[src/inc/pbs_params.svh]
// Constants for the pipelined burst SRAM control block.
`ifndef PBS_PARAMS_SVH
`define PBS_PARAMS_SVH

// ============================================================
// Widths
`define PBS_ADDR_W      18
`define PBS_DATA_W      18
`define PBS_LANE_W      9
`define PBS_LANES       2
`define PBS_CNT_W       2
`define PBS_FIFO_DEPTH  8

// ============================================================
// Field positions and values
`define PBS_LANE_LO     0
`define PBS_LANE_HI     1
`define PBS_CNT_ZERO    2'h0
`define PBS_CNT_STEP    2'h1
`define PBS_LANES_ALL   2'h3
`define PBS_LANES_NONE  2'h0

`endif

[src/inc/pbs_pkg.sv]
// Types shared by the burst SRAM control block.
`include "pbs_params.svh"

package pbs_pkg;

    // ============================================================
    // Burst state and decoded cycle kind
    typedef enum logic [1:0] {
        PBS_ST_IDLE,
        PBS_ST_READ,
        PBS_ST_WRITE
    } pbs_state_t;

    typedef enum logic [2:0] {
        PBS_CYC_DESEL,
        PBS_CYC_BEGIN_RD,
        PBS_CYC_BEGIN_WR,
        PBS_CYC_CONT,
        PBS_CYC_SUSP
    } pbs_cycle_t;

    // ============================================================
    // One queued write towards the array
    typedef struct packed {
        logic [`PBS_ADDR_W-1:0] addr;
        logic [`PBS_LANES-1:0]  lanes;
        logic [`PBS_DATA_W-1:0] data;
    } pbs_wr_t;

endpackage

[src/rtl/pbs_fifo.sv]
// Small synchronous FIFO with valid/ready on both sides.
`timescale 1ns/100ps
`default_nettype none

module pbs_fifo #(
    parameter int WIDTH = 8,
    parameter int DEPTH = 8
) (
    input  wire logic             clk,
    input  wire logic             resetn,
    input  wire logic [WIDTH-1:0] in_data,
    input  wire logic             in_valid,
    output logic                  in_ready,
    output logic      [WIDTH-1:0] out_data,
    output logic                  out_valid,
    input  wire logic             out_ready
);
    localparam int PW = (DEPTH > 1) ? $clog2(DEPTH) : 1;
    localparam int CW = $clog2(DEPTH + 1);
    localparam logic [PW-1:0] PTR_LAST = PW'(DEPTH - 1);
    localparam logic [CW-1:0] CNT_FULL = CW'(DEPTH);
    localparam logic [CW-1:0] CNT_ONE  = CW'(1);

    logic [WIDTH-1:0] mem [DEPTH];
    logic [PW-1:0]    wptr, next_wptr, rptr, next_rptr;
    logic [CW-1:0]    count, next_count;
    logic             not_full, next_not_full;
    logic             not_empty, next_not_empty;
    logic             push, pop;

    assign in_ready  = not_full;
    assign out_valid = not_empty;
    assign out_data  = mem[rptr];
    assign push      = in_valid & not_full;
    assign pop       = out_ready & not_empty;

    // ============================================================
    // Pointer and level update; flags kept as flops for clean ports
    always_comb begin
        next_wptr  = wptr;
        next_rptr  = rptr;
        next_count = count;
        if (push) begin
            next_wptr = (wptr == PTR_LAST) ? '0 : wptr + PW'(1);
        end
        if (pop) begin
            next_rptr = (rptr == PTR_LAST) ? '0 : rptr + PW'(1);
        end
        if (push && !pop) begin
            next_count = count + CNT_ONE;
        end else if (pop && !push) begin
            next_count = count - CNT_ONE;
        end
        next_not_full  = (next_count != CNT_FULL);
        next_not_empty = (next_count != '0);
    end

    always_ff @(posedge clk) begin
        if (!resetn) begin
            wptr      <= '0;
            rptr      <= '0;
            count     <= '0;
            not_full  <= 1'b1;
            not_empty <= 1'b0;
        end else begin
            wptr      <= next_wptr;
            rptr      <= next_rptr;
            count     <= next_count;
            not_full  <= next_not_full;
            not_empty <= next_not_empty;
        end
    end

    // Storage needs no reset; only written entries are ever read
    always_ff @(posedge clk) begin
        if (push) begin
            mem[wptr] <= in_data;
        end
    end

endmodule

`default_nettype wire

[src/rtl/pbs_ctrl.sv]
// Control logic of a pipelined burst SRAM: cycle decode and burst counter.
`timescale 1ns/100ps
`default_nettype none
`include "pbs_params.svh"

module pbs_ctrl import pbs_pkg::*; (
    input  wire logic                   clk,
    input  wire logic                   resetn,
    input  wire logic [`PBS_ADDR_W-1:0] addr_in,
    input  wire logic                   proc_burst_start_n,
    input  wire logic                   ctrl_burst_start_n,
    input  wire logic                   burst_advance_n,
    input  wire logic                   chip_enable_primary_n,
    input  wire logic                   chip_enable_depth_hi,
    input  wire logic                   chip_enable_depth_lo_n,
    input  wire logic                   global_write_n,
    input  wire logic                   write_strobe_n,
    input  wire logic                   byte_write_lane_lo_n,
    input  wire logic                   byte_write_lane_hi_n,
    input  wire logic                   output_enable_n,
    input  wire logic                   burst_order_select,
    input  wire logic [`PBS_DATA_W-1:0] data_in,
    output logic      [`PBS_DATA_W-1:0] data_out,
    output logic                        data_oe_n,
    output logic      [`PBS_ADDR_W-1:0] mem_rd_addr,
    output logic                        mem_rd,
    input  wire logic [`PBS_DATA_W-1:0] mem_rdata,
    output pbs_wr_t                     mem_wr,
    output logic                        mem_wr_valid,
    input  wire logic                   mem_wr_ready,
    output logic                        wr_ready,
    output logic                        wr_overflow
);

    // ============================================================
    // Registers and decode wires
    pbs_state_t             state, next_state;
    logic [`PBS_ADDR_W-1:0] base, next_base;
    logic [`PBS_CNT_W-1:0]  cnt, next_cnt;
    logic [`PBS_ADDR_W-1:0] next_rd_addr;
    logic                   next_mem_rd;
    logic [`PBS_DATA_W-1:0] next_data_out;
    logic                   rd_valid, next_rd_valid;
    logic                   next_overflow;

    pbs_cycle_t             cycle;
    logic                   proc_start, ctrl_start;
    logic                   depth_ok, all_enabled;
    logic                   is_write;
    logic [`PBS_LANES-1:0]  lanes;
    logic [`PBS_CNT_W-1:0]  cyc_cnt;
    logic [`PBS_ADDR_W-1:0] cyc_addr;
    logic [`PBS_CNT_W-1:0]  cur_lsb;
    logic                   push;
    pbs_wr_t                push_entry;
    logic                   fifo_in_ready;

    // ============================================================
    // Burst order: the low two bits of the start address seed the
    // sequence; the order pin is used live, it is never captured
    function automatic logic [`PBS_CNT_W-1:0] burst_lsb(
        input logic [`PBS_CNT_W-1:0] start,
        input logic [`PBS_CNT_W-1:0] step,
        input logic                  interleave
    );
        logic [`PBS_CNT_W-1:0] r;
        if (interleave) begin
            r = start ^ step;
        end else begin
            r = start + step;
        end
        return r;
    endfunction

    // Upper bits stay as latched for the whole four-beat burst
    assign cur_lsb = burst_lsb(base[`PBS_CNT_W-1:0], cnt,
                               burst_order_select);

    // ============================================================
    // Write strobes: global write overrides byte lanes
    always_comb begin
        if (!global_write_n) begin
            lanes = `PBS_LANES_ALL;
        end else if (!write_strobe_n) begin
            lanes = {~byte_write_lane_hi_n,
                     ~byte_write_lane_lo_n};
        end else begin
            lanes = `PBS_LANES_NONE;
        end
        is_write = (lanes != `PBS_LANES_NONE);
    end

    // ============================================================
    // Next-cycle decode; a controller start with any enable off deselects, a processor start only with a depth enable off
    assign proc_start  = !proc_burst_start_n;
    assign ctrl_start  = !ctrl_burst_start_n;
    assign depth_ok    = chip_enable_depth_hi && !chip_enable_depth_lo_n;
    assign all_enabled = !chip_enable_primary_n && depth_ok;

    always_comb begin
        if (proc_start && !chip_enable_primary_n) begin
            // Primary enable high makes the processor start invisible
            if (depth_ok) begin
                cycle = PBS_CYC_BEGIN_RD;
            end else begin
                cycle = PBS_CYC_DESEL;
            end
        end else if (ctrl_start) begin
            if (!all_enabled) begin
                cycle = PBS_CYC_DESEL;
            end else if (is_write) begin
                cycle = PBS_CYC_BEGIN_WR;
            end else begin
                cycle = PBS_CYC_BEGIN_RD;
            end
        end else if (!burst_advance_n) begin
            cycle = PBS_CYC_CONT;
        end else begin
            cycle = PBS_CYC_SUSP;
        end
    end

    // ============================================================
    // Burst state, counter and address for this cycle
    always_comb begin
        next_state = state;
        next_base  = base;
        next_cnt   = cnt;
        cyc_cnt    = cnt;
        cyc_addr   = {base[`PBS_ADDR_W-1:`PBS_CNT_W], cur_lsb};
        case (cycle)
            PBS_CYC_DESEL: begin
                next_state = PBS_ST_IDLE;
            end
            PBS_CYC_BEGIN_RD: begin
                // A new start aborts whatever burst was running
                next_state = PBS_ST_READ;
                next_base  = addr_in;
                next_cnt   = `PBS_CNT_ZERO;
                cyc_addr   = addr_in;
            end
            PBS_CYC_BEGIN_WR: begin
                next_state = PBS_ST_WRITE;
                next_base  = addr_in;
                next_cnt   = `PBS_CNT_ZERO;
                cyc_addr   = addr_in;
            end
            PBS_CYC_CONT: begin
                if (state != PBS_ST_IDLE) begin
                    cyc_cnt  = cnt + `PBS_CNT_STEP;
                    next_cnt = cyc_cnt;
                    cyc_addr = {base[`PBS_ADDR_W-1:`PBS_CNT_W],
                                burst_lsb(base[`PBS_CNT_W-1:0], cyc_cnt,
                                          burst_order_select)};
                end
            end
            PBS_CYC_SUSP: begin
                next_cnt = cnt;
            end
            default: begin
                next_state = PBS_ST_IDLE;
            end
        endcase
    end

    // ============================================================
    // Array side: read address is registered, write goes through FIFO
    always_comb begin
        push = (cycle == PBS_CYC_BEGIN_WR)
            || (state == PBS_ST_WRITE
                && (cycle == PBS_CYC_CONT || cycle == PBS_CYC_SUSP)
                && is_write);
        push_entry.addr  = cyc_addr;
        push_entry.lanes = lanes;
        push_entry.data  = data_in;
        next_mem_rd   = (next_state == PBS_ST_READ);
        next_rd_addr  = next_mem_rd ? cyc_addr : mem_rd_addr;
        // Read data of the previous cycle lands in the output register
        next_rd_valid = mem_rd;
        next_data_out = mem_rd ? mem_rdata : data_out;
        // The pins cannot be held off, so a lost write is only flagged
        next_overflow = wr_overflow || (push && !fifo_in_ready);
    end

    always_ff @(posedge clk) begin
        if (!resetn) begin
            state       <= PBS_ST_IDLE;
            base        <= '0;
            cnt         <= `PBS_CNT_ZERO;
            mem_rd      <= 1'b0;
            mem_rd_addr <= '0;
            rd_valid    <= 1'b0;
            data_out    <= '0;
            wr_overflow <= 1'b0;
        end else begin
            state       <= next_state;
            base        <= next_base;
            cnt         <= next_cnt;
            mem_rd      <= next_mem_rd;
            mem_rd_addr <= next_rd_addr;
            rd_valid    <= next_rd_valid;
            data_out    <= next_data_out;
            wr_overflow <= next_overflow;
        end
    end

    // Output enable bypasses the clock so the bus turns on at once;
    // write cycles never load read data so the pins stay off from the second write cycle on
    assign data_oe_n = !(rd_valid && !output_enable_n);

    // ============================================================
    // Write queue towards the array
    pbs_fifo #(
        .WIDTH ($bits(pbs_wr_t)),
        .DEPTH (`PBS_FIFO_DEPTH)
    ) u_wr_fifo (
        .clk       (clk),
        .resetn    (resetn),
        .in_data   (push_entry),
        .in_valid  (push),
        .in_ready  (fifo_in_ready),
        .out_data  (mem_wr),
        .out_valid (mem_wr_valid),
        .out_ready (mem_wr_ready)
    );

    assign wr_ready = fifo_in_ready;
endmodule

`default_nettype wire

[config.mk]
export PLATFORM = sky130hd
export DESIGN_NAME = pbs_ctrl
export DESIGN_NICKNAME = d
export VERILOG_FILES = /design/src/inc/pbs_pkg.sv /design/src/rtl/pbs_fifo.sv /design/src/rtl/pbs_ctrl.sv
export VERILOG_INCLUDE_DIRS = /design/src /design/src/inc
export SDC_FILE = /design/constraint.sdc
export NUM_CORES = 1
export LEC_CHECK = 0
export ABC_AREA = 1
export BUFFER_PORTS_ARGS = -buffer_cell sky130_fd_sc_hd__buf_2
export CAP_MARGIN = 10
export CORE_ASPECT_RATIO = 1.75
export CORE_MARGIN = 3
export CORE_UTILIZATION = 38
export DETAILED_ROUTE_END_ITERATION = 8
export SLEW_MARGIN = 15
export SYNTH_ARGS = -nofsm -noshare
export SYNTH_HDL_FRONTEND = slang
export SYNTH_SLANG_ARGS = --single-unit
export TNS_END_PERCENT = 20
[constraint.sdc]
create_clock -name clk -period 6.6 [get_ports clk]
set_input_delay 0.66 -clock clk [delete_from_list [all_inputs] [get_ports clk]]
set_output_delay 0.66 -clock clk [all_outputs]
set_load 0.03 [all_outputs]
# Word level (Yosys, flattened, before mapping)
# Memory sizes are Yosys's and may differ from the RTL's. A register that Yosys moved wholly into a read port is not among the register bits.
# Index checks and enable logic that the tools add are counted.
[totals]
register_bits = 73
latch_bits = 0
mem_bits_rw = 304
mem_bits_ro = 0
input_bits = 69
output_inout_bits = 79
wordCells = 87
n_memories = 1
[memory_table]
columns = ["memory", "words", "width", "rd", "rd_ports_with_merged_regs", "wr", "line_no", "text"]
rows = [
  ["u_wr_fifo.mem", 8, 38, 1, 1, 1, "pbs_fifo.sv:24", "logic [WIDTH-1:0] mem [DEPTH];"],
]
[op_classes]
addsub = 7
n_mul = 0
div_mod_pow = 0
magnitude_cmp = 0
n_eq_ne = 10
n_shift = 0
muxes = 23
bitwise_logic = 6
reduce_logical = 27
[op_table]
columns = ["operator", "n"]
rows = [
  ["$pmux 18 s2", 1],
  ["$mux 3", 7],
  ["$mux 2", 8],
  ["$eq 3x3->1 const B", 3],
  ["$logic_and 1x1->1", 9],
  ["$logic_not 1->1", 8],
  ["$mux 4", 2],
  ["$add 3x1->3 const B", 2],
  ["$eq 3x2->1 const B", 2],
  ["$pmux 2 s3", 1],
  ["$reduce_bool 2->1", 3],
  ["$add 2x2->2", 2],
  ["$add 4x1->4 const B", 1],
  ["$ne 4x4->1 const B", 1],
  ["$pmux 2 s2", 1],
  ["$reduce_bool 4->1", 1],
  ["$reduce_or 2->1", 2],
  ["$sub 4x1->4 const B", 1],
  ["$xor 2x2->2", 2],
  ["$eq 3x1->1 const B", 1],
  ["$logic_or 1x1->1", 3],
  ["$mux 1", 3],
  ["$add 2x1->2 const B", 1],
  ["$and 1x1->1", 2],
  ["5 further kinds", 6],
]

# Depth between registers and ports, before layout
[logic_depth]
depth_word = 19
mapped_depth = 20
mapped_depth_nobuf = 20

# Modules after synthesis
# From an unflattened synthesis, not the netlist that was laid out.
[hier_totals]
hier_cells = 1344
area_unflattened_um2 = 15409.8
[modules_own_cells]
columns = ["mod", "n_inst", "cells_per_inst", "area_per_inst_um2", "seq_area_each_um2"]
rows = [
  ["pbs_fifo", 1, 919, 12507.0, 9429.0],
  ["pbs_ctrl", 1, 425, 2902.8, 1221.2],
]

# Worst setup path after synthesis
# No wires, ideal clock.
[synth_path]
kind = "input port to flip-flop"
from = "in byte_write_lane_hi_n"
to = "mem u_wr_fifo.mem[5][0] in the netlist's numbering, enable pin"
setup_time_ns = 0.481
t_arrival_ns = 4.343
required_time_ns = 6.119
path_slack_ns = 1.776
path_stages = 12
path_cell_list = "or2_4 nand2_2 a21oi_2 nor2_4 nand2_4 nand2_4 nand3_2 nand2_4 nand2_4 nor2_1 inv_1 nor3_1"
[synth_between]
elab_chain_len = 16
word_cells_on_any_way = 18
cone_classes = "3 x eq/ne; 8 x mux; 2 x bitwise; 5 x reduce/logical"
[synth_lines]
columns = ["element", "line_no", "text"]
rows = [
  ["start: declaration", "pbs_ctrl.sv:19", "input wire logic byte_write_lane_hi_n,"],
  ["$not 1->1 *", "pbs_ctrl.sv:85", "lanes = {~byte_write_lane_hi_n,"],
  ["$mux 2 *", "pbs_ctrl.sv:84", "end else if (!write_strobe_n) begin"],
  ["$mux 2 *", "pbs_ctrl.sv:82", "if (!global_write_n) begin"],
  ["$reduce_bool 2->1 (no source line) *", "--", ""],
  ["$mux 2", "pbs_ctrl.sv:111", "end else if (is_write) begin"],
  ["$mux 2", "pbs_ctrl.sv:109", "if (!all_enabled) begin"],
  ["$mux 3", "pbs_ctrl.sv:108", "end else if (ctrl_start) begin"],
  ["$mux 3", "pbs_ctrl.sv:101", "if (proc_start && !chip_enable_primary_n) begin"],
  ["$eq 3x2->1 or $eq 3x3->1 (tied branches)", "pbs_ctrl.sv:171", "&& (cycle == PBS_CYC_CONT || cycle == PBS_CYC_SUSP)"],
  ["$logic_or 1x1->1", "pbs_ctrl.sv:171", ""],
  ["$logic_and 1x1->1", "pbs_ctrl.sv:171", ""],
  ["$logic_and 1x1->1", "pbs_ctrl.sv:172", "&& is_write);"],
  ["$logic_or 1x1->1 *", "pbs_ctrl.sv:170", "|| (state == PBS_ST_WRITE"],
  ["$and 1x1->1 *", "pbs_fifo.sv:34", "assign push = in_valid & not_full;"],
  ["$mux 1 *", "pbs_fifo.sv:76", "if (push) begin"],
  ["$mux 1 (implied by the code) *", "pbs_fifo.sv:77", "mem[wptr] <= in_data;"],
  ["end: declaration", "pbs_fifo.sv:24", ""],
]
# Every way passes the cells marked *; elsewhere a longest branch is shown, timed or not.

==> metrics.md <==
| Metric | Value |
|---|---|
| Core area | `38500 µm²` |
| Dpl cell area | `16100 µm²` |
| Cell breakdown of the critical path | `inv_4 -> buf_4 -> o21ai_0 -> o22ai_1 -> nor2_1 -> a31oi_1 -> buf_2` |
| Slew Viols, Final | `0` |
| Syn Area/Cell | `11.5 µm²` |
| DP HPWL | `19.9 mm` |
| Crit Path Category | `reg -> out` |
| Post-Syn Area | `14800 µm²` |
| Total gr overflow | `0` |
| Vias per std cell | `5.10` |
| Worst Tran Pin Value | `1040 ps` |
| Number of distinct library cells after synthesis | `37` |
| CP max stage cell | `inv_4` |
| Crit start category | `flip-flop` |
| VDD IR max | `0.197 mV` |
| Routed wire length | `34.2 mm` |
| Pin count of the biggest net entering global routing | `110` |
| Number of synthesis warnings | `0` |
| Count of final setup violators | `0` |
| Detail-routed net length per standard cell | `17.8 µm` |
| Slew HR | `0.307` |
| CTS tree | `done` |
| Arr. time, crit path | `3440 ps` |
| P per Cell Area | `352 nW/µm²` |
| Worst Hold Path Cells | `3` |
| Die H | `267 µm` |
| Post-CTS sizing | `0` |
| Number of synthesized flops with an enable pin | `304` |
| Fillers | `3614` |
| Max FO, Critical Path | `109` |
| Hold Fails Final Rpt | `0` |
| WHS | `358 ps` |
| TritonRoute pass-1 iters | `4` |
| Clock Pin Slew Worst Setup and Hold Paths | `60 ps` |
| H-tree levels | `2` |
| Starting Density | `0.385` |
| GP Congestion | `0.780` |
| Storage element area | `10700 µm²` |
| TritonCTS buffer count | `34` |
| Leakage | `6.32 nW` |
| Sequential-to-total area share from yosys stat | `0.718` |
| DIE WIDTH | `155 µm` |
| Worst path required time | `5940 ps` |
| Layout Nets | `1488` |
| Most frequent cells in the layout | `338 x nor2_1, 304 x edfxtp_1, 197 x o21ai_0` |
| Synth Register Bits | `380` |
| Min-Delay Path Class | `in -> reg` |
| Setup Buffers After CTS | `0` |
| RSZ-0062 raised after global routing | `no` |
| # DRC | `0` |
| CTS Buffer Depth | `3` |
| Footprint of the multi-input gates | `3750 µm²` |
| DR vias | `9791` |
| Post-CTS Hold Buffers | `0` |
| Largest stage delay, worst path | `790 ps` |
| Initial antenna violation count | `0` |
| Full die area | `41600 µm²` |
| Vias in the first global route | `9860` |
| Top_reg_cell synth | `edfxtp_1` |
| First-pass GRT wire length | `54.0 mm` |
| Cells after synthesis | `1286` |
| CTS root buf | `clkbuf_16` |
| Num rows | `95` |
| Fin area | `17100 µm²` |
| Area growth syn-to-layout | `15.3%` |
| CTS Sinks | `380` |
| Most common cell after layout, fill and taps aside | `nor2_1` |
| Pre-CTS setup slack | `2790 ps` |
| Status | `completed` |
| Final ANT Viol Nets | `0` |
| Global Route Usage Sum | `0.163` |
| Post-synth ARST share | `0` |
| Period utilization | `0.622` |
| R2R depth | `9` |
| Final worst setup slack | `2500 ps` |
| Final core occ | `0.444` |
| PortBufs | `147` |
| Latest clock arrival within the worst-skew pair | `520 ps` |
| I/O Pins | `148` |
| Max Fclk | `0.244 GHz` |
| First DRT Iteration DRCs | `645` |
| CP Capture Type | `output port` |
| Max-cap violations | `0` |
| Max Clock Skew | `10.0 ps` |
| Mapped Nets | `1363` |
| Share of cells above drive strength 1 | `0.177` |
| TNS Setup | `0 ps` |
| Min cycle time layout | `4100 ps` |
## state kept, by name, indices dropped and copies added, names as in the netlist, 2 cells and up, named ones only
register and cells:
u_wr_fifo.count 4, data_out 18, u_wr_fifo.mem 304, state 2, base 18, mem_rd_addr 18
u_wr_fifo.rptr 3, cnt 2, u_wr_fifo.wptr 3
## through the flow
step / power, W / cells
detailed placement: 0.00421 / 1860
finish: 0.00602 / 1920
global route: 0.00632 / 1919
floorplan: 0.00377 / 1286
global placement: 0.00419 / 1859
CTS: 0.00609 / 1919
## cells by family (layout without fill, tap and decap cells)
group           Yosys count  after routing  synth area share
compound gates          308            308             0.112
fa+ha+maj                 8              8           0.00675
other cells               0              1                 0
simple gates            465            465             0.127
xor+xnor                  5              5           0.00295
flops                   380            380             0.718
buf+inv                 120            268            0.0334
## routing by layer
metal | wire, µm | part of all wire | track usage | vias up
li1 | - | - | - | 4762
met1 | 13800 | 0.40 | 0.195 | 4733
met2 | 17900 | 0.52 | 0.296 | 244
met3 | 1680 | 0.049 | 0.0306 | 52
met4 | 879 | 0.026 | 0.0519 | 0
met5 | 0 | 0 | 0 | -
## area by class of cell
class	count	share of cell area
flip-flops and latches	380	0.623
multi-input cells	786	0.219
clock buffers	46	0.0575
repair buffers	162	0.0508
well taps	485	0.0355
inverters	47	0.0105
clock inverters	13	0.00373
diodes	1	0.000146
## power by group
group,internal (W),switching [W],total (W)
logic,0.000366,0.000993,0.00136
registers,0.00271,0.0000641,0.00277
clock network,0.00105,0.000837,0.00188
total,0.00412,0.00189,0.00602
## critical path: cells and delay by family (launching register included)
family,cells,cell delay (ps)
compound gates,3,620
buf+inv,3,1580
flops,1,520
simple gates,1,60
## Yosys cell counts (2+ instances only)
cell type / number / area (µm²)
buf_2: 2 / 10.0
buf_6: 5 / 56.3
xnor2_1: 3 / 26.3
inv_1: 38 / 143
nand3_1: 9 / 45.0
o22ai_1: 38 / 238
nand2_2: 7 / 43.8
nor3_1: 4 / 20.0
nor2_2: 2 / 12.5
dfxtp_1: 76 / 1520
clkbuf_1: 62 / 233
ha_1: 8 / 100
inv_2: 7 / 26.3
nand2_1: 83 / 312
o21ai_0: 197 / 986
xor2_1: 2 / 17.5
nor2_4: 4 / 45.0
a31oi_1: 42 / 263
clkinv_1: 2 / 7.51
nand4_1: 2 / 12.5
nand2_4: 5 / 56.3
a21oi_1: 25 / 125
edfxtp_1: 304 / 9130
buf_1: 2 / 7.51
nor2_1: 344 / 1290
a21oi_2: 2 / 17.5
## final timing paths
| kind | from | end | slack (ps) |
|---|---|---|---|
| setup reg to reg | state[1] | u_wr_fifo.mem[5][25] | 3790 |
| setup / recovery | flip-flop | mem_wr[3] | 2500 |
| hold reg to reg | wr_overflow | wr_overflow | 460 |
| hold / removal | mem_rdata[9] | data_out[9] | 360 |
Power figures use the tool's default switching activity.
